[src/inc/cps_cfg.svh]
`ifndef CPS_CFG_SVH
`define CPS_CFG_SVH
// Clock and timing figures
`define CPS_CLK_MHZ 250
`define CPS_T_BIAS_DLY_MS 220
`define CPS_T_QUAL_MS 30
`define CPS_T_RETRY_MS 2000
`define CPS_T_OVLD_US 256
`define CPS_T_INT_US 256
// Register byte offsets
`define CPS_OFF_CTRL 32'h0000_0000
`define CPS_OFF_ILIM 32'h0000_0004
`define CPS_OFF_VTRK 32'h0000_0008
`define CPS_OFF_STAT 32'h0000_000C
// Control register fields
`define CPS_CTRL_HV_EN 0
`define CPS_CTRL_EN12 1
`define CPS_CTRL_CHG 2
`define CPS_CTRL_BSD 3
// Status register fields
`define CPS_STAT_IG 0
`define CPS_STAT_PG 1
`define CPS_STAT_SRC_LO 2
`define CPS_STAT_BSD 5
// Reset values
`define CPS_CTRL_DEF 4'h5
`define CPS_ILIM_DEF 5'h04
`define CPS_VTRK_DEF 8'hC8
// Current limit codes, 100 mA steps from 100 mA
`define CPS_ILIM_200MA 5'h01
`define CPS_ILIM_500MA 5'h04
`define CPS_ILIM_1A 5'h09
`define CPS_ILIM_2A 5'h13
`define CPS_ILIM_2A1 5'h14
`define CPS_ILIM_2A4 5'h17
// Input voltage limit window in mV
`define CPS_VLIM_MIN 14'h0F3C
`define CPS_VLIM_MAX 14'h1518
`endif

[src/inc/cps_pkg.sv]
package cps_pkg;
    typedef enum logic [2:0] {
        CPS_SRC_NONE,
        CPS_SRC_SDP,
        CPS_SRC_DCP,
        CPS_SRC_UNKNOWN,
        CPS_SRC_DIVIDER
    } cps_src_t;
    // D+/D- window comparator result
    typedef enum logic [1:0] {
        CPS_WIN_NONE,
        CPS_WIN_1P2,
        CPS_WIN_2P0,
        CPS_WIN_2P7
    } cps_win_t;
    typedef enum {
        CPS_ST_HIZ,
        CPS_ST_DELAY,
        CPS_ST_QUAL,
        CPS_ST_RETRY,
        CPS_ST_DETECT,
        CPS_ST_HV,
        CPS_ST_VLIM,
        CPS_ST_RUN
    } cps_state_t;
endpackage : cps_pkg

[src/rtl/cps_int_pulse.sv]
`timescale 1ns/1ns
module cps_int_pulse #(
    parameter int PULSE_CYC = 64000
) (
    input wire logic i_sys_clk,
    input wire logic i_reset_n,
    input wire logic i_event,
    output logic o_int_n_o,
    output logic o_int_n_oe
);
    logic [31:0] cnt_reg;
    logic pend_reg;
    logic busy;
    assign busy = (cnt_reg != 32'h0000_0000);
    assign o_int_n_o = 1'b0;

    generate
        if (PULSE_CYC < 2) begin : g_bad
            $error("cps_int_pulse: pulse too short");
        end
    endgenerate

    // Events during a pulse wait for it to end; several such events merge into one later pulse
    always_ff @(posedge i_sys_clk or negedge i_reset_n) begin
        if (!i_reset_n) begin
            pend_reg <= 1'b0;
        end else if (i_event && busy) begin
            pend_reg <= 1'b1;
        end else if (!busy) begin
            pend_reg <= 1'b0;
        end
    end

    always_ff @(posedge i_sys_clk or negedge i_reset_n) begin
        if (!i_reset_n) begin
            cnt_reg <= 32'h0000_0000;
            o_int_n_oe <= 1'b0;
        end else if (busy) begin
            cnt_reg <= cnt_reg - 32'h0000_0001;
            o_int_n_oe <= (cnt_reg != 32'h0000_0001);
        end else if (i_event || pend_reg) begin
            cnt_reg <= 32'(PULSE_CYC);
            o_int_n_oe <= 1'b1;
        end
    end
endmodule : cps_int_pulse

[src/rtl/cps_top.sv]
// The AHB-Lite slave port and the address map were decided locally.
`timescale 1ns/1ns
`include "cps_cfg.svh"
module cps_top #(
    parameter int BIAS_DLY_CYC = `CPS_T_BIAS_DLY_MS * 1000 * `CPS_CLK_MHZ,
    parameter int QUAL_CYC = `CPS_T_QUAL_MS * 1000 * `CPS_CLK_MHZ,
    parameter int RETRY_CYC = `CPS_T_RETRY_MS * 1000 * `CPS_CLK_MHZ,
    parameter int OVLD_CYC = `CPS_T_OVLD_US * `CPS_CLK_MHZ,
    parameter int INT_CYC = `CPS_T_INT_US * `CPS_CLK_MHZ
) (
    input wire logic i_sys_clk,
    input wire logic i_reset_n,
    input wire logic i_hsel,
    input wire logic [31:0] i_haddr,
    input wire logic [1:0] i_htrans,
    input wire logic i_hwrite,
    input wire logic [2:0] i_hsize,
    input wire logic [31:0] i_hwdata,
    input wire logic i_hready,
    output logic [31:0] o_hrdata,
    output logic o_hreadyout,
    output logic o_hresp,
    input wire logic i_vac_above_uvlo,
    input wire logic i_bat_above_uvlo,
    input wire logic i_vac_present,
    input wire logic i_vac_above_sleepz,
    input wire logic i_boost_mode,
    input wire logic i_vbus_below_sleep,
    input wire logic i_bat_above_dpl,
    input wire logic i_bat_overload,
    input wire logic i_vbus_ov,
    input wire logic i_vbus_above_min,
    input wire logic i_bc_done,
    input wire logic i_bc_sdp,
    input wire logic i_bc_dcp,
    input wire logic i_dcd_timeout,
    input wire logic [1:0] i_dp_win,
    input wire logic [1:0] i_dm_win,
    input wire logic i_hv_done,
    input wire logic i_sys_above_2p2,
    input wire logic [13:0] i_vbat_mv,
    output logic o_bias_reg_en,
    output logic o_hiz,
    output logic o_test_sink_en,
    output logic o_bc_start,
    output logic o_hv_req_9v,
    output logic o_hv_req_12v,
    output logic o_conv_en,
    output logic o_batt_switch_on,
    output logic [4:0] o_ilim_eff,
    output logic [13:0] o_vlim_mv,
    output logic o_int_n_o,
    output logic o_int_n_oe
);
    cps_pkg::cps_state_t state_reg;
    logic [31:0] tmr_reg;
    logic [31:0] ovld_reg;
    logic [3:0] ctrl_reg;
    logic [4:0] ilim_reg;
    logic [7:0] vtrk_reg;
    logic ig_reg;
    logic pg_reg;
    logic bsd_reg;
    cps_pkg::cps_src_t src_reg;
    logic supply_prev_reg;
    logic vac_prev_reg;
    logic int_ev_reg;
    logic por_evt;
    logic vac_rise;
    logic bias_ok;
    logic qual_bad;
    logic det_load;
    logic [4:0] det_ilim;
    cps_pkg::cps_src_t det_src;
    logic ovld_hit;
    logic [14:0] vsum;
    logic wr_reg;
    logic [31:0] waddr_reg;
    logic rd_go;
    logic wr_go;

    generate
        if (QUAL_CYC < 1 || RETRY_CYC < 1 || BIAS_DLY_CYC < 1 || OVLD_CYC < 1) begin : g_bad
            $error("cps_top: timing counts must be at least one cycle");
        end
    endgenerate

    // Divider pair to current limit; anything else is an unknown adapter
    function automatic logic [4:0] cps_divider_ilim(input logic [1:0] dp, input logic [1:0] dm);
        if (dp == cps_pkg::CPS_WIN_2P7 && dm == cps_pkg::CPS_WIN_2P0) begin
            return `CPS_ILIM_2A1;
        end else if (dp == cps_pkg::CPS_WIN_1P2 && dm == cps_pkg::CPS_WIN_1P2) begin
            return `CPS_ILIM_2A;
        end else if (dp == cps_pkg::CPS_WIN_2P0 && dm == cps_pkg::CPS_WIN_2P7) begin
            return `CPS_ILIM_1A;
        end else if (dp == cps_pkg::CPS_WIN_2P7 && dm == cps_pkg::CPS_WIN_2P7) begin
            return `CPS_ILIM_2A4;
        end else begin
            return `CPS_ILIM_500MA;
        end
    endfunction : cps_divider_ilim

    // =====================================================
    // Supply events
    // =====================================================
    assign por_evt = (i_vac_above_uvlo || i_bat_above_uvlo) && !supply_prev_reg;
    assign vac_rise = i_vac_present && !vac_prev_reg;

    always_ff @(posedge i_sys_clk or negedge i_reset_n) begin
        if (!i_reset_n) begin
            supply_prev_reg <= 1'b0;
            vac_prev_reg <= 1'b0;
        end else begin
            supply_prev_reg <= i_vac_above_uvlo || i_bat_above_uvlo;
            vac_prev_reg <= i_vac_present;
        end
    end

    // =====================================================
    // AHB-Lite slave, zero wait states
    // =====================================================
    assign o_hreadyout = 1'b1;
    assign o_hresp = 1'b0;
    assign rd_go = i_hsel && i_htrans[1] && i_hready && !i_hwrite;
    assign wr_go = wr_reg && (waddr_reg == `CPS_OFF_CTRL);

    always_ff @(posedge i_sys_clk or negedge i_reset_n) begin
        if (!i_reset_n) begin
            wr_reg <= 1'b0;
            waddr_reg <= 32'h0000_0000;
        end else if (i_hready) begin
            wr_reg <= i_hsel && i_htrans[1] && i_hwrite;
            waddr_reg <= i_haddr;
        end
    end

    always_ff @(posedge i_sys_clk or negedge i_reset_n) begin
        if (!i_reset_n) begin
            o_hrdata <= 32'h0000_0000;
        end else if (rd_go) begin
            if (i_haddr == `CPS_OFF_CTRL) begin
                o_hrdata <= {28'h000_0000, ctrl_reg[3:1] & 3'h3, ctrl_reg[0]} |
                    {26'h000_0000, bsd_reg, 5'h00} >> 2;
            end else if (i_haddr == `CPS_OFF_ILIM) begin
                o_hrdata <= {27'h000_0000, ilim_reg};
            end else if (i_haddr == `CPS_OFF_VTRK) begin
                o_hrdata <= {24'h00_0000, vtrk_reg};
            end else if (i_haddr == `CPS_OFF_STAT) begin
                o_hrdata <= {26'h000_0000, bsd_reg, src_reg, pg_reg, ig_reg};
            end else begin
                o_hrdata <= 32'h0000_0000;
            end
        end
    end

    // Control bits; the disable bit lives in bsd_reg
    always_ff @(posedge i_sys_clk or negedge i_reset_n) begin
        if (!i_reset_n) begin
            ctrl_reg <= `CPS_CTRL_DEF;
        end else if (por_evt) begin
            ctrl_reg <= `CPS_CTRL_DEF;
        end else if (wr_go) begin
            ctrl_reg <= {1'b0, i_hwdata[`CPS_CTRL_CHG:`CPS_CTRL_HV_EN]};
        end
    end

    always_ff @(posedge i_sys_clk or negedge i_reset_n) begin
        if (!i_reset_n) begin
            vtrk_reg <= `CPS_VTRK_DEF;
        end else if (por_evt) begin
            vtrk_reg <= `CPS_VTRK_DEF;
        end else if (wr_reg && waddr_reg == `CPS_OFF_VTRK) begin
            vtrk_reg <= i_hwdata[7:0];
        end
    end

    // Detection load wins over a host write in the same cycle
    always_ff @(posedge i_sys_clk or negedge i_reset_n) begin
        if (!i_reset_n) begin
            ilim_reg <= `CPS_ILIM_DEF;
        end else if (por_evt) begin
            ilim_reg <= `CPS_ILIM_DEF;
        end else if (det_load) begin
            ilim_reg <= det_ilim;
        end else if (wr_reg && waddr_reg == `CPS_OFF_ILIM) begin
            ilim_reg <= i_hwdata[4:0];
        end
    end

    // =====================================================
    // Battery path overload
    // =====================================================
    assign ovld_hit = i_bat_overload && (ovld_reg == 32'(OVLD_CYC - 1));

    always_ff @(posedge i_sys_clk or negedge i_reset_n) begin
        if (!i_reset_n) begin
            ovld_reg <= 32'h0000_0000;
        end else if (!i_bat_overload || ovld_hit) begin
            ovld_reg <= 32'h0000_0000;
        end else begin
            ovld_reg <= ovld_reg + 32'h0000_0001;
        end
    end

    // Setting wins over a clear by plug-in or by software writing zero
    always_ff @(posedge i_sys_clk or negedge i_reset_n) begin
        if (!i_reset_n) begin
            bsd_reg <= 1'b0;
        end else if (ovld_hit) begin
            bsd_reg <= 1'b1;
        end else if (por_evt || vac_rise) begin
            bsd_reg <= 1'b0;
        end else if (wr_go) begin
            bsd_reg <= i_hwdata[`CPS_CTRL_BSD];
        end
    end

    // =====================================================
    // Power-up sequence
    // =====================================================
    assign bias_ok = i_vac_present && (i_boost_mode ? i_vbus_below_sleep : i_vac_above_sleepz);
    assign qual_bad = i_vbus_ov || !i_vbus_above_min;

    always_comb begin
        det_load = 1'b0;
        det_ilim = `CPS_ILIM_500MA;
        det_src = cps_pkg::CPS_SRC_UNKNOWN;
        if (state_reg == cps_pkg::CPS_ST_DETECT && bias_ok) begin
            if (i_bc_done) begin
                det_load = 1'b1;
                if (i_bc_sdp) begin
                    det_src = cps_pkg::CPS_SRC_SDP;
                end else if (i_bc_dcp) begin
                    det_ilim = `CPS_ILIM_2A4;
                    det_src = cps_pkg::CPS_SRC_DCP;
                end
            end else if (i_dcd_timeout) begin
                det_load = 1'b1;
                det_ilim = cps_divider_ilim(i_dp_win, i_dm_win);
                if (det_ilim != `CPS_ILIM_500MA) begin
                    det_src = cps_pkg::CPS_SRC_DIVIDER;
                end
            end
        end
    end

    always_ff @(posedge i_sys_clk or negedge i_reset_n) begin
        if (!i_reset_n) begin
            state_reg <= cps_pkg::CPS_ST_HIZ;
            tmr_reg <= 32'h0000_0000;
        end else if (!bias_ok) begin
            state_reg <= cps_pkg::CPS_ST_HIZ;
            tmr_reg <= 32'h0000_0000;
        end else begin
            tmr_reg <= tmr_reg + 32'h0000_0001;
            case (state_reg)
                cps_pkg::CPS_ST_HIZ: begin
                    state_reg <= cps_pkg::CPS_ST_DELAY;
                    tmr_reg <= 32'h0000_0000;
                end
                cps_pkg::CPS_ST_DELAY: begin
                    if (tmr_reg == 32'(BIAS_DLY_CYC - 1)) begin
                        state_reg <= cps_pkg::CPS_ST_QUAL;
                        tmr_reg <= 32'h0000_0000;
                    end
                end
                cps_pkg::CPS_ST_QUAL: begin
                    if (qual_bad) begin
                        state_reg <= cps_pkg::CPS_ST_RETRY;
                        tmr_reg <= 32'h0000_0000;
                    end else if (tmr_reg == 32'(QUAL_CYC - 1)) begin
                        state_reg <= cps_pkg::CPS_ST_DETECT;
                    end
                end
                cps_pkg::CPS_ST_RETRY: begin
                    if (tmr_reg == 32'(RETRY_CYC - 1)) begin
                        state_reg <= cps_pkg::CPS_ST_QUAL;
                        tmr_reg <= 32'h0000_0000;
                    end
                end
                cps_pkg::CPS_ST_DETECT: begin
                    if (det_load) begin
                        state_reg <= (det_src == cps_pkg::CPS_SRC_DCP) ?
                            cps_pkg::CPS_ST_HV : cps_pkg::CPS_ST_VLIM;
                    end
                end
                cps_pkg::CPS_ST_HV: begin
                    if (!ctrl_reg[`CPS_CTRL_HV_EN] || i_hv_done) begin
                        state_reg <= cps_pkg::CPS_ST_VLIM;
                    end
                end
                cps_pkg::CPS_ST_VLIM: begin
                    state_reg <= cps_pkg::CPS_ST_RUN;
                end
                default: begin
                    state_reg <= cps_pkg::CPS_ST_RUN;
                end
            endcase
        end
    end

    // Status flags fall with the input; the pulse is raised with each flag
    always_ff @(posedge i_sys_clk or negedge i_reset_n) begin
        if (!i_reset_n) begin
            ig_reg <= 1'b0;
            pg_reg <= 1'b0;
            src_reg <= cps_pkg::CPS_SRC_NONE;
            int_ev_reg <= 1'b0;
        end else if (por_evt || !bias_ok) begin
            ig_reg <= 1'b0;
            pg_reg <= 1'b0;
            src_reg <= cps_pkg::CPS_SRC_NONE;
            int_ev_reg <= 1'b0;
        end else begin
            int_ev_reg <= 1'b0;
            if (state_reg == cps_pkg::CPS_ST_QUAL && !qual_bad && tmr_reg == 32'(QUAL_CYC - 1)) begin
                ig_reg <= 1'b1;
                int_ev_reg <= 1'b1;
            end
            if (det_load) begin
                pg_reg <= 1'b1;
                src_reg <= det_src;
                int_ev_reg <= 1'b1;
            end
        end
    end

    // =====================================================
    // Outputs
    // =====================================================
    assign o_bias_reg_en = state_reg != cps_pkg::CPS_ST_HIZ && state_reg != cps_pkg::CPS_ST_DELAY;
    assign o_hiz = !o_bias_reg_en;
    assign o_test_sink_en = state_reg == cps_pkg::CPS_ST_QUAL;
    assign o_bc_start = state_reg == cps_pkg::CPS_ST_DETECT;
    assign o_hv_req_9v = state_reg == cps_pkg::CPS_ST_HV && ctrl_reg[`CPS_CTRL_HV_EN] &&
        !ctrl_reg[`CPS_CTRL_EN12];
    assign o_hv_req_12v = state_reg == cps_pkg::CPS_ST_HV && ctrl_reg[`CPS_CTRL_HV_EN] &&
        ctrl_reg[`CPS_CTRL_EN12];
    assign o_conv_en = state_reg == cps_pkg::CPS_ST_RUN;
    // Before the converter runs the battery alone feeds the system
    assign o_batt_switch_on = !bsd_reg &&
        (o_conv_en ? ctrl_reg[`CPS_CTRL_CHG] : i_bat_above_dpl);
    // Soft-start cap only ever lowers the host's setting
    assign o_ilim_eff = (!i_sys_above_2p2 && ilim_reg > `CPS_ILIM_200MA) ?
        `CPS_ILIM_200MA : ilim_reg;

    assign vsum = {1'b0, i_vbat_mv} + {7'h00, vtrk_reg};
    always_ff @(posedge i_sys_clk or negedge i_reset_n) begin
        if (!i_reset_n) begin
            o_vlim_mv <= `CPS_VLIM_MIN;
        end else if (state_reg == cps_pkg::CPS_ST_VLIM || state_reg == cps_pkg::CPS_ST_RUN) begin
            if (vsum < {1'b0, `CPS_VLIM_MIN}) begin
                o_vlim_mv <= `CPS_VLIM_MIN;
            end else if (vsum > {1'b0, `CPS_VLIM_MAX}) begin
                o_vlim_mv <= `CPS_VLIM_MAX;
            end else begin
                o_vlim_mv <= vsum[13:0];
            end
        end
    end

    cps_int_pulse #(
        .PULSE_CYC(INT_CYC)
    ) u_int (
        .i_sys_clk(i_sys_clk),
        .i_reset_n(i_reset_n),
        .i_event(int_ev_reg),
        .o_int_n_o(o_int_n_o),
        .o_int_n_oe(o_int_n_oe)
    );
endmodule : cps_top

[config.mk]
export PLATFORM = sky130hd
export DESIGN_NAME = cps_top
export DESIGN_NICKNAME = d
export VERILOG_FILES = /design/src/inc/cps_pkg.sv /design/src/rtl/cps_int_pulse.sv /design/src/rtl/cps_top.sv
export VERILOG_INCLUDE_DIRS = /design/src /design/src/inc
export SDC_FILE = /design/constraint.sdc
export NUM_CORES = 1
export LEC_CHECK = 0
export BUFFER_PORTS_ARGS = -buffer_cell sky130_fd_sc_hd__buf_2
export CORE_MARGIN = 3
export CORE_UTILIZATION = 56
export CTS_BUF_LIST = sky130_fd_sc_hd__clkbuf_16
export DETAILED_ROUTE_END_ITERATION = 10
export PLACE_DENSITY = 0.79
export SLEW_MARGIN = 15
export SYNTH_ARGS = -nofsm -noshare
export SYNTH_HDL_FRONTEND = slang
export SYNTH_SLANG_ARGS = --single-unit
[constraint.sdc]
create_clock -name i_sys_clk -period 3.32 [get_ports i_sys_clk]
set_input_delay 0.332 -clock i_sys_clk [delete_from_list [all_inputs] [get_ports i_sys_clk]]
set_output_delay 0.332 -clock i_sys_clk [all_outputs]
set_load 0.01 [all_outputs]
==> flow_summary_export.csv, run 1 <==
group,metric,value,unit
synthesis,yosysWarnings,0,
clock_tree,clock_sinks,181,
timing,min_period,3.19,ns
placed_design,dpl_cell_area,10300,um^2
global_route,grt_max_degree,78,
synthesis,avgSynthCellArea,9.96,um^2
run_status,outcome,"finished, final reports clean",
cells_and_area,area_growth,14.5,%
synthesis,yosys.area.top_type,"dfrtp_1",
timing,fin_crit_sh,96.0,%
cells_and_area,layout_common_cells,"dfrtp_1 (167), nor2_1 (114), buf_2 (114)",
cells_and_area,final_nets,1200,
placed_design,io_buffers,115,
critical_path,arrival,3.53,ns
routing,drt_wl_total,21500,um
clock_tree,clk_pin_slew,0.07,ns
pwr,leakage,4.82,nW
timing,slew_headroom,41.6,%
critical_path,cp_top_family,"compound AO/OA/AOI/OAI gates",
critical_path,crit_path_cell_trace,"ha_1 > a21oi_1 > o21bai_1 > a22oi_4 > or3b_1 > and3_1 > o41a_1 > or3_4 > o31ai_4",
synthesis,synthFlopType,"dfrtp_1",
synthesis,yosys-top-cells-area,"dfrtp_1 (44%), nor2_1 (4.5%), mux2_2 (4.4%)",
critical_path,crit_type,"reg -> reg",
global_route,antenna_found_initial,3,
floorplan,pin_count,171,
clock_tree,cts_tree,"built",
timing,finalClockSkew,0.0134,ns
clock_tree,htree_levels,4,
critical_path,crit_buf_inv,0,
synthesis,synth.distinct_cells,78,
placed_design,dp_hpwl,15500,um
synthesis,synth_edf_count,0,
clock_tree,cts-root-buf,"clkbuf_16",
clock_tree,cts_setup_buffers,0,
routing,ant_nets,0,
cells_and_area,drive_gt1_share,22.0,%
floorplan,die_h,136,um
routing,drc_errors,0,
floorplan,core-area,16600,um^2
global_route,grt_usage,23.6,%
timing,worst_pin_slew,0.864,ns
synthesis,synth_top_cell_area_share,43.8,%
timing,maxSlewViolCount,0,
routing,firstDrtPassIters,5,
clock_tree,cts_buffers,17,
synthesis,synth_cells,957,
clock_tree,clk_latency,0.44,ns
timing,hold_viol,0,
floorplan,dieArea,18600,um^2
synthesis,yosysSeqAreaShare,47.7,%
routing,via_count,7528,
routing,wl_met3,1140,um
critical_path,critPathMaxFanout,7,
critical_path,start_kind,"flop",
global_route,grt_pass1_vias,7122,
routing,wl_per_cell,16.4,um
critical_path,slowest_delay,0.55,ns
global_route,grt_pass1_wl,34900,um
global_route,grt.overflow.total,0,
timing,final-setup-viol-count,0,
hold_path,hp-class,"in -> reg",
timing,grt_setup_unrepaired,"no",
routing,drt_iter0_drc,445,
critical_path,required,3.67,ns
routing,wl_met2,10400,um
critical_path,slowest_stage,"dfstp_2",
cells_and_area,final_common_cell,"dfrtp_1",
floorplan,num_rows,47,
routing,viasPerCell,5.73,
routing,drt-met1-wl,9450,um
synthesis,async_flop_share,100,%
pwr,cellPowerDensity,487,nW/um^2
pwr,peakVddDrop,0.000376,V
clock_tree,clock_path_buffers,2,
timing,hold_slack,0.0490,ns
synthesis,synth_area,9530,um^2
routing,highest_layer,"met5",
synthesis,ys_seq_elements,181,
cells_and_area,final_cell_area,10900,um^2
placed_design,gp_congestion,0.865,
run,drv_cap,0,
floorplan,dieWidth,136,um
critical_path,cp-end-kind,"flop",
floorplan,initial_utilization,57.3,%
timing,tns,0,ns
pwr,finalPower,5.31,mW
timing,fmax,314,MHz
-- power breakdown --
part           leakage (nW)  switching [mW]  internal, mW
logic                  2.20           0.389         0.309
clock network         0.286           0.948          1.07
registers              2.33           0.196          2.40
-- metrics by stage --
stage,std cells,setup WS [ns],utilization [%]
detailed placement,1278,0.0776,61.9
floorplan,982,0.315,-
CTS,1311,0.0768,65.5
global route,1312,0.00685,65.6
finish,1313,0.133,65.6
global placement,1278,0.102,61.9
-- worst register-to-register path, delay by kind of cell, from the launching register on --
family | cells | cell delay, ns
simple gates | 3 | 1.00
fa+ha+maj | 1 | 0.30
flops | 1 | 0.55
compound gates | 5 | 1.26
-- worst paths after layout --
check | from | end | slack, ns | depth (start not counted)
min in group asynchronous | i_reset_n | u_int.cnt_reg[13] | 0.46 | 2
max in group asynchronous | i_reset_n | ovld_reg[30] | 1.94 | 3
worst min-delay path | i_vac_present | vac_prev_reg | 0.05 | 1
worst min register to register | o_vlim_mv[11] | o_vlim_mv[11] | 0.46 | 2
worst max-delay path | vtrk_reg[6] | o_vlim_mv[6] | 0.13 | 9
worst max register to register | vtrk_reg[6] | o_vlim_mv[6] | 0.13 | 9
-- logic make-up after synthesis --
logic type,Yosys count,synth area share [%]
compound gates,129,9.06
xor+xnor,81,7.52
fa+ha+maj,14,1.92
buf+inv,83,4.34
flops,181,47.7
mux,57,7.00
other cells,2,0.0788
simple gates,410,22.4
-- cell type report --
cell class | count | area, um^2
well taps | 220 | 275
multi-input cells | 718 | 4690
inverters | 33 | 124
flip-flops and latches | 181 | 4550
repair buffers | 127 | 687
diodes | 2 | 5.00
clock inverters | 15 | 159
fillers | 1309 | 5730
clock buffers | 17 | 425
-- Yosys cell counts (10+ instances only) --
cell type and count:
nand3_1 37, inv_1 33, dfstp_2 14, nor3_1 30
or3_1 10, nand4_1 22, xor2_1 44, o21ai_0 33
mux2i_1 16, and3_1 13, clkbuf_1 20, nor2_1 114
mux2_2 37, and2_1 15, ha_1 13, nor4_1 31
xnor2_1 36, nand2_1 78, a21oi_1 32, dfrtp_1 167
buf_4 27
-- repair_timing --
item,4_1_cts,5_1_grt
endpoints found under the setup margin,0,7
endpoints found under the hold margin,70,0
gates resized for setup,0,3
hold buffers,1,0
-- routing by layer --
layer  vias up  GRT usage (%)
met5         -              0
met4         4           7.67
met3        45           5.29
met2       235           37.5
met1      3645           32.2
li1       3599              -
(Power assumes the default switching activity.)
==> run 2, diff against run 1 <==
Settings changed: CORE_UTILIZATION 56 to 57, PLACE_DENSITY 0.79 to 0.8, SYNTH_HIERARCHICAL set to 1.
Clock period 3.32 ns to 3.1 ns, I/O delays scaled along.
==> run 2 against run 1 <==
  * Core utilization up 1.5 points
  * Register-to-register slack better by 0.02 ns
  * Hold slack better by 0.032 ns
  * First-iteration DRC count up 23%
  * Worst setup slack better by 0.024 ns
  * Via count up 2.5%
  * Sequential power up 8.1%
  * Critical path depth up 2
  * Critical path type unchanged
  * Critical endpoint is now o_vlim_mv[7]
==> flow_summary_export.csv, run 2 <==
group,metric,value,unit
floorplan,core-area,16600,um^2
synthesis,avgSynthCellArea,10.0,um^2
routing,viasPerCell,5.82,
critical_path,path_common_cell,"nor3_2",
timing,min_period,2.94,ns
timing,final-setup-viol-count,0,
synthesis,synth_area,9750,um^2
critical_path,worstRegToRegCells,11,
critical_path,slowest_delay,0.44,ns
critical_path,start_kind,"flop",
timing,slew_headroom,48.1,%
synthesis,async_flop_share,100,%
routing,drt_iter0_drc,548,
timing,finalClockSkew,0.0126,ns
clock_tree,cts_tree,"built",
critical_path,slowest_stage,"o41ai_4",
routing,drc_errors,0,
routing,firstDrtPassIters,5,
critical_path,worstSetupEndpoint,"o_vlim_mv[7]",
critical_path,rr_startpoint,"vtrk_reg[0]",
pwr,leakage,4.89,nW
cells_and_area,final_common_cell,"dfrtp_1",
global_route,met2_usage,40.9,%
clock_tree,clock_path_buffers,2,
clock_tree,clk_latency,0.44,ns
global_route,antenna_found_initial,3,
placed_design,gp_congestion,0.845,
cells_and_area,layout_common_cells,"dfrtp_1 (167), nor2_1 (127), buf_2 (114)",
floorplan,initial_utilization,58.6,%
routing,ant_nets,0,
placed_design,io_buffers,115,
critical_path,crit_type,"reg -> reg",
routing,via_count,7717,
pwr,peakVddDrop,0.000400,V
critical_path,reg2reg_setup_slack,0.16,ns
global_route,grt_usage,25.2,%
synthesis,yosys-top-cells-area,"dfrtp_1 (43%), xor2_1 (5.6%), nor2_1 (4.9%)",
floorplan,pin_count,171,
hold_path,hp-class,"in -> reg",
critical_path,crit_start,"vtrk_reg[0]",
critical_path,crit_path_cell_trace,"ha_1 > inv_1 > fa_1 > nand2b_1 > a211oi_2 > o21ai_1 > nor3_2 > xnor2_1 > o41ai_4 > a31oi_2 > nor3_2",
pwr,p_seq_share,46.7,%
timing,worst_pin_slew,0.772,ns
clock_tree,ctsResizeCount,0,
hold_path,hp-start,"i_vac_above_uvlo",
pwr,pwr-share-clk,39.3,%
global_route,grt_util_met1,34.1,%
placed_design,dp_hpwl,16000,um
critical_path,cp-end-kind,"flop",
floorplan,die_h,137,um
floorplan,dieArea,18700,um^2
global_route,grt_pass1_wl,37600,um
cells_and_area,final_nets,1210,
clock_tree,cts-root-buf,"clkbuf_16",
routing,drt_wl_total,22600,um
synthesis,synth_top_cell_area_share,42.9,%
clock_tree,htree_levels,4,
run,drv_cap,0,
pwr,internal_power,4.27,mW
global_route,busiest_layer,"met2",
pwr,p_switching,1.75,mW
global_route,grtUsageMet3,4.78,%
clock_tree,clk_pin_slew,0.08,ns
floorplan,num_rows,47,
synthesis,synth_most_common_cell,"dfrtp_1",
synthesis,synthFlopType,"dfrtp_1",
run_status,outcome,"finished, final reports clean",
pwr,switching_share,29.0,%
timing,grt_setup_unrepaired,"no",
critical_path,r2r_end,"o_vlim_mv[7]",
timing,fmax,340,MHz
timing,fin_crit_sh,94.9,%
timing,maxSlewViolCount,0,
timing,hold_viol,0,
routing,wl_per_cell,17.1,um
floorplan,dieWidth,137,um
cells_and_area,drive_gt1_share,22.4,%
synthesis,yosysWarnings,6,
synthesis,synth_edf_count,0,
clock_tree,cts_buffers,17,
synthesis,ys_top_cells_by_count,"dfrtp_1 (167), nor2_1 (127), nand2_1 (69)",
pwr,combinationalPowerShare,14.1,%
cells_and_area,area_growth,14.5,%
clock_tree,clock_sinks,181,
global_route,grt.overflow.total,0,
synthesis,yosys.area.top_type,"dfrtp_1",
synthesis,synth_cells,972,
synthesis,synth.distinct_cells,83,
critical_path,required,3.46,ns
global_route,grt_pass1_vias,7590,
synthesis,yosysSeqAreaShare,46.6,%
pwr,finalPower,6.02,mW
critical_path,critPathMaxFanout,4,
pwr,cellPowerDensity,539,nW/um^2
timing,tns,0,ns
global_route,grt_max_degree,71,
synthesis,ys_seq_elements,181,
critical_path,arrival,3.30,ns
run 2: worst min-delay path by stage:
stage                     slack, ns         endpoint  depth (start not counted)
after floorplan                0.01          bsd_reg                          0
after detailed placement       0.37     ovld_reg[11]                          1
after CTS                      0.07  supply_prev_reg                          2
after global routing           0.08  supply_prev_reg                          2
after global placement         0.38     ovld_reg[11]                          1
final                          0.08  supply_prev_reg                          2
run 2: power by group through the flow:
stage               clock network (mW)  registers (mW)  logic (mW)
CTS                               2.40            2.80       0.852
finish                            2.36            2.81       0.848
global placement                     0            2.82       0.819
global route                      2.50            2.85       0.950
detailed placement                   0            2.84       0.838
floorplan                            0            2.78       0.625
run 2: through the flow:
step | std cells | setup WS, ns | area [um^2] | utilization, % | hold WS (ns)
2_1_floorplan | 996 | 0.526 | 9840 | - | 0.0144
3_3_place_gp | 1287 | 0.296 | 10500 | 62.9 | 0.376
3_5_place_dp | 1287 | 0.257 | 10500 | 62.9 | 0.368
4_1_cts | 1321 | 0.186 | 11100 | 67.0 | 0.0678
5_1_grt | 1325 | 0.0158 | 11200 | 67.1 | 0.0756
6_report | 1325 | 0.157 | 11200 | 67.1 | 0.0809
run 2: area by class of cell:
cell class	count	area (um^2)
repair buffers	131	719
clock inverters	15	230
inverters	25	93.8
clock buffers	17	425
flip-flops and latches	181	4550
diodes	3	7.51
multi-input cells	733	4860
fillers	1293	5480
well taps	220	275
run 2: logic make-up (layout without fill, tap and decap cells):
| family | after synthesis | after routing | share of synthesized area, % |
|---|---|---|---|
| AOI/OAI and AO/OA | 118 | 118 | 9.16 |
| xor gates and xnor gates | 87 | 87 | 7.81 |
| adders and majority gates | 13 | 13 | 1.74 |
| buffers and inverters | 82 | 188 | 4.41 |
| DFF | 181 | 181 | 46.6 |
| muxes | 53 | 53 | 6.39 |
| other | 3 | 30 | 0.115 |
| and+or+nand+nor | 435 | 435 | 23.7 |
run 2: repair_timing:
action | 4_1_cts | 5_1_grt
setup buffers | 0 | 1
hold buffers | 2 | 0
setup endpoints to repair | 0 | 1
hold endpoints to repair | 68 | 0
run 2: metal layers:
metal,wire [um],vias up,part of all wire [%]
met4,577,0,2.6
met3,1100,47,4.9
met2,11100,246,49
li1,-,3664,-
met1,9780,3760,43
met5,0,-,0
run 2: critical path: cells and delay by family, from the launching register on:
kind                       cells  cell delay [ns]
AOI/OAI and AO/OA              4             1.03
xor gates and xnor gates       1             0.17
adders and majority gates      2             0.59
buffers and inverters          1             0.06
DFF                            1             0.42
and+or+nand+nor                3             0.60
==> run 3, diff against run 2 <==
Settings changed: CORE_UTILIZATION 57 to 56, PLACE_DENSITY 0.8 to 0.79, SYNTH_HIERARCHICAL 1 to not set.
==> run 3 against run 2 <==
  * The run now ends with setup timing left
  * Core utilization hardly changed
  * Die area decreased by 0.49%
  * Clock-buffer cell count did not move
  * Highest routed layer is now met5
  * Critical path depth is 2 lower
  * First-iteration DRC count down 6.6%
  * Worst setup slack got worse by 0.18 ns
  * Wire length is 2.4% lower
  * Via count down 1.0%
  * Cell area barely moved
  * Sequential share of layout area about the same
  * Critical path type unchanged
  * Largest power group unchanged
  * Clock power down 9.7%
  * Hold slack worse by 0.017 ns
==> flow_summary_export.csv, run 3 (same netlist as run 1, synthesis figures left out) <==
group,metric,value,unit
global_route,grt_pass1_wl,35600,um
placed_design,pre_cts_ws,-0.0513,ns
floorplan,core-area,16600,um^2
routing,firstDrtPassIters,7,
critical_path,cp-end-kind,"flop",
pwr,internal_power,4.11,mW
global_route,met2_usage,39.3,%
pwr,combinationalPowerShare,13.7,%
critical_path,reg2reg_setup_slack,-0.02,ns
pwr,peakVddDrop,0.000461,V
critical_path,slowest_delay,0.44,ns
clock_tree,clock_path_buffers,2,
cells_and_area,drive_gt1_share,24.3,%
critical_path,arrival,3.45,ns
critical_path,start_kind,"flop",
routing,drt_iter0_drc,512,
cells_and_area,final_cells,1337,
critical_path,rr_startpoint,"vtrk_reg[5]",
critical_path,r2r_end,"o_vlim_mv[6]",
timing,maxSlewViolCount,0,
clock_tree,clk_pin_slew,0.07,ns
clock_tree,clk_latency,0.43,ns
global_route,grt_max_degree,88,
timing,fmax,321,MHz
critical_path,crit_buf_inv,0,
placed_design,gp_congestion,0.886,
hold_path,hp-start,"i_vac_present",
pwr,pwr-share-clk,37.5,%
global_route,grt_usage,24.0,%
timing,setup_slack,-0.0183,ns
floorplan,initial_utilization,57.3,%
clock_tree,htree_levels,4,
routing,drc_errors,0,
clock_tree,cts_tree,"built",
timing,finalClockSkew,0.0133,ns
routing,viasPerCell,5.71,
pwr,p_seq_share,48.8,%
critical_path,required,3.44,ns
clock_tree,cts_buffers,17,
cells_and_area,fillCellCount,1284,
routing,via_count,7636,
placed_design,placed_cells,1299,
run,drv_cap,0,
routing,drt_wl_total,22100,um
timing,grt_setup_unrepaired,"yes",
global_route,grt.overflow.total,0,
timing,hold_viol,0,
pwr,leakage,4.93,nW
pwr,cellPowerDensity,510,nW/um^2
floorplan,die_h,136,um
critical_path,crit_type,"reg -> reg",
clock_tree,clock_sinks,181,
critical_path,crit_path_cell_trace,"ha_1 > a21o_1 > nor2_1 > a21oi_4 > or3b_4 > and3_1 > o41a_1 > or3_4 > o31ai_4",
timing,worst_pin_slew,0.823,ns
floorplan,num_rows,47,
placed_design,dp_hpwl,15800,um
timing,min_period,3.12,ns
timing,fin_crit_sh,101,%
critical_path,cp_top_family,"simple AND/OR/NAND/NOR gates",
timing,hold_slack,0.0636,ns
floorplan,dieArea,18600,um^2
clock_tree,cts-root-buf,"clkbuf_16",
run_status,outcome,"finished, violations left",
floorplan,dieWidth,136,um
timing,final-setup-viol-count,3,
cells_and_area,final_nets,1222,
global_route,busiest_layer,"met2",
global_route,antenna_found_initial,4,
routing,ant_nets,0,
timing,slew_headroom,45.2,%
critical_path,slowest_stage,"o41a_1",
pwr,switching_share,27.8,%
pwr,finalPower,5.69,mW
placed_design,io_buffers,115,
critical_path,worstRegToRegCells,9,
hold_path,hp-class,"in -> reg",
global_route,grtUsageMet3,4.96,%
pwr,p_switching,1.58,mW
floorplan,pin_count,171,
run_status,violations,"setup timing",
timing,tns,-0.0360,ns
cells_and_area,area_growth,17.1,%
critical_path,critPathMaxFanout,7,
cells_and_area,layout_common_cells,"dfrtp_1 (167), nor2_1 (114), buf_2 (114)",
hold_path,holdPathEnd,"vac_prev_reg",
global_route,grt_util_met1,32.3,%
routing,wl_per_cell,16.5,um
hold_path,hold_path_depth,1,
cells_and_area,final_common_cell,"dfrtp_1",
global_route,grt_pass1_vias,7327,
run 3: how the worst max path moves through the flow:
stage / startpoint / endpoint / slack, ns / cells after the start
floorplan: vtrk_reg[6] / o_vlim_mv[6] / 0.09 / 10
global placement: i_vbat_mv[7] / o_vlim_mv[6] / -0.006 / 10
detailed placement: i_vbat_mv[0] / o_vlim_mv[3] / -0.05 / 12
CTS: vtrk_reg[7] / o_vlim_mv[6] / 0.06 / 9
global route: vtrk_reg[5] / o_vlim_mv[6] / -0.11 / 9
finish: vtrk_reg[5] / o_vlim_mv[6] / -0.02 / 9
run 3: stage by stage:
stage	utilization [%]	area [um^2]
finish	67.1	11200
global route	67.0	11200
CTS	66.4	11100
detailed placement	62.8	10500
global placement	62.8	10500
floorplan	-	9630
run 3: area by class of cell:
class	count	area, um^2	area share [%]
sequential	181	4550	40.7
clock buffer	17	425	3.81
inverter	33	124	1.11
timing repair buffer	149	852	7.64
antenna	4	10.0	0.0897
clock inverter	15	155	1.39
multi-input combinational	718	4770	42.8
tap	220	275	2.47
run 3: worst register-to-register path, delay by kind of cell (launching register included):
family,cells,cell delay [ns]
compound gates,4,0.96
fa+ha+maj,1,0.39
flops,1,0.41
simple gates,4,1.27
run 3: repair_timing:
action | in CTS | in global routing
cloned | 0 | 0
endpoints found under the hold margin | 29 | 0
hold buffers | 1 | 0
resized for setup | 1 | 12
buffers inserted | 0 | 1
pin swaps | 0 | 7
endpoints found under the setup margin | 6 | 8
run 3: metal layers:
| metal | vias to the layer above | wire length [um] |
|---|---|---|
| met4 | 4 | 430 |
| met5 | - | 16 |
| li1 | 3632 | - |
| met3 | 40 | 1170 |
| met2 | 220 | 11100 |
| met1 | 3740 | 9340 |
run 3: power by group through the flow:
stage	logic (mW)	clock network [mW]	registers, mW
floorplan	0.540	0	2.77
global placement	0.739	0	2.80
global route	0.872	2.28	2.81
detailed placement	0.762	0	2.81
finish	0.779	2.13	2.78
CTS	0.771	2.18	2.78
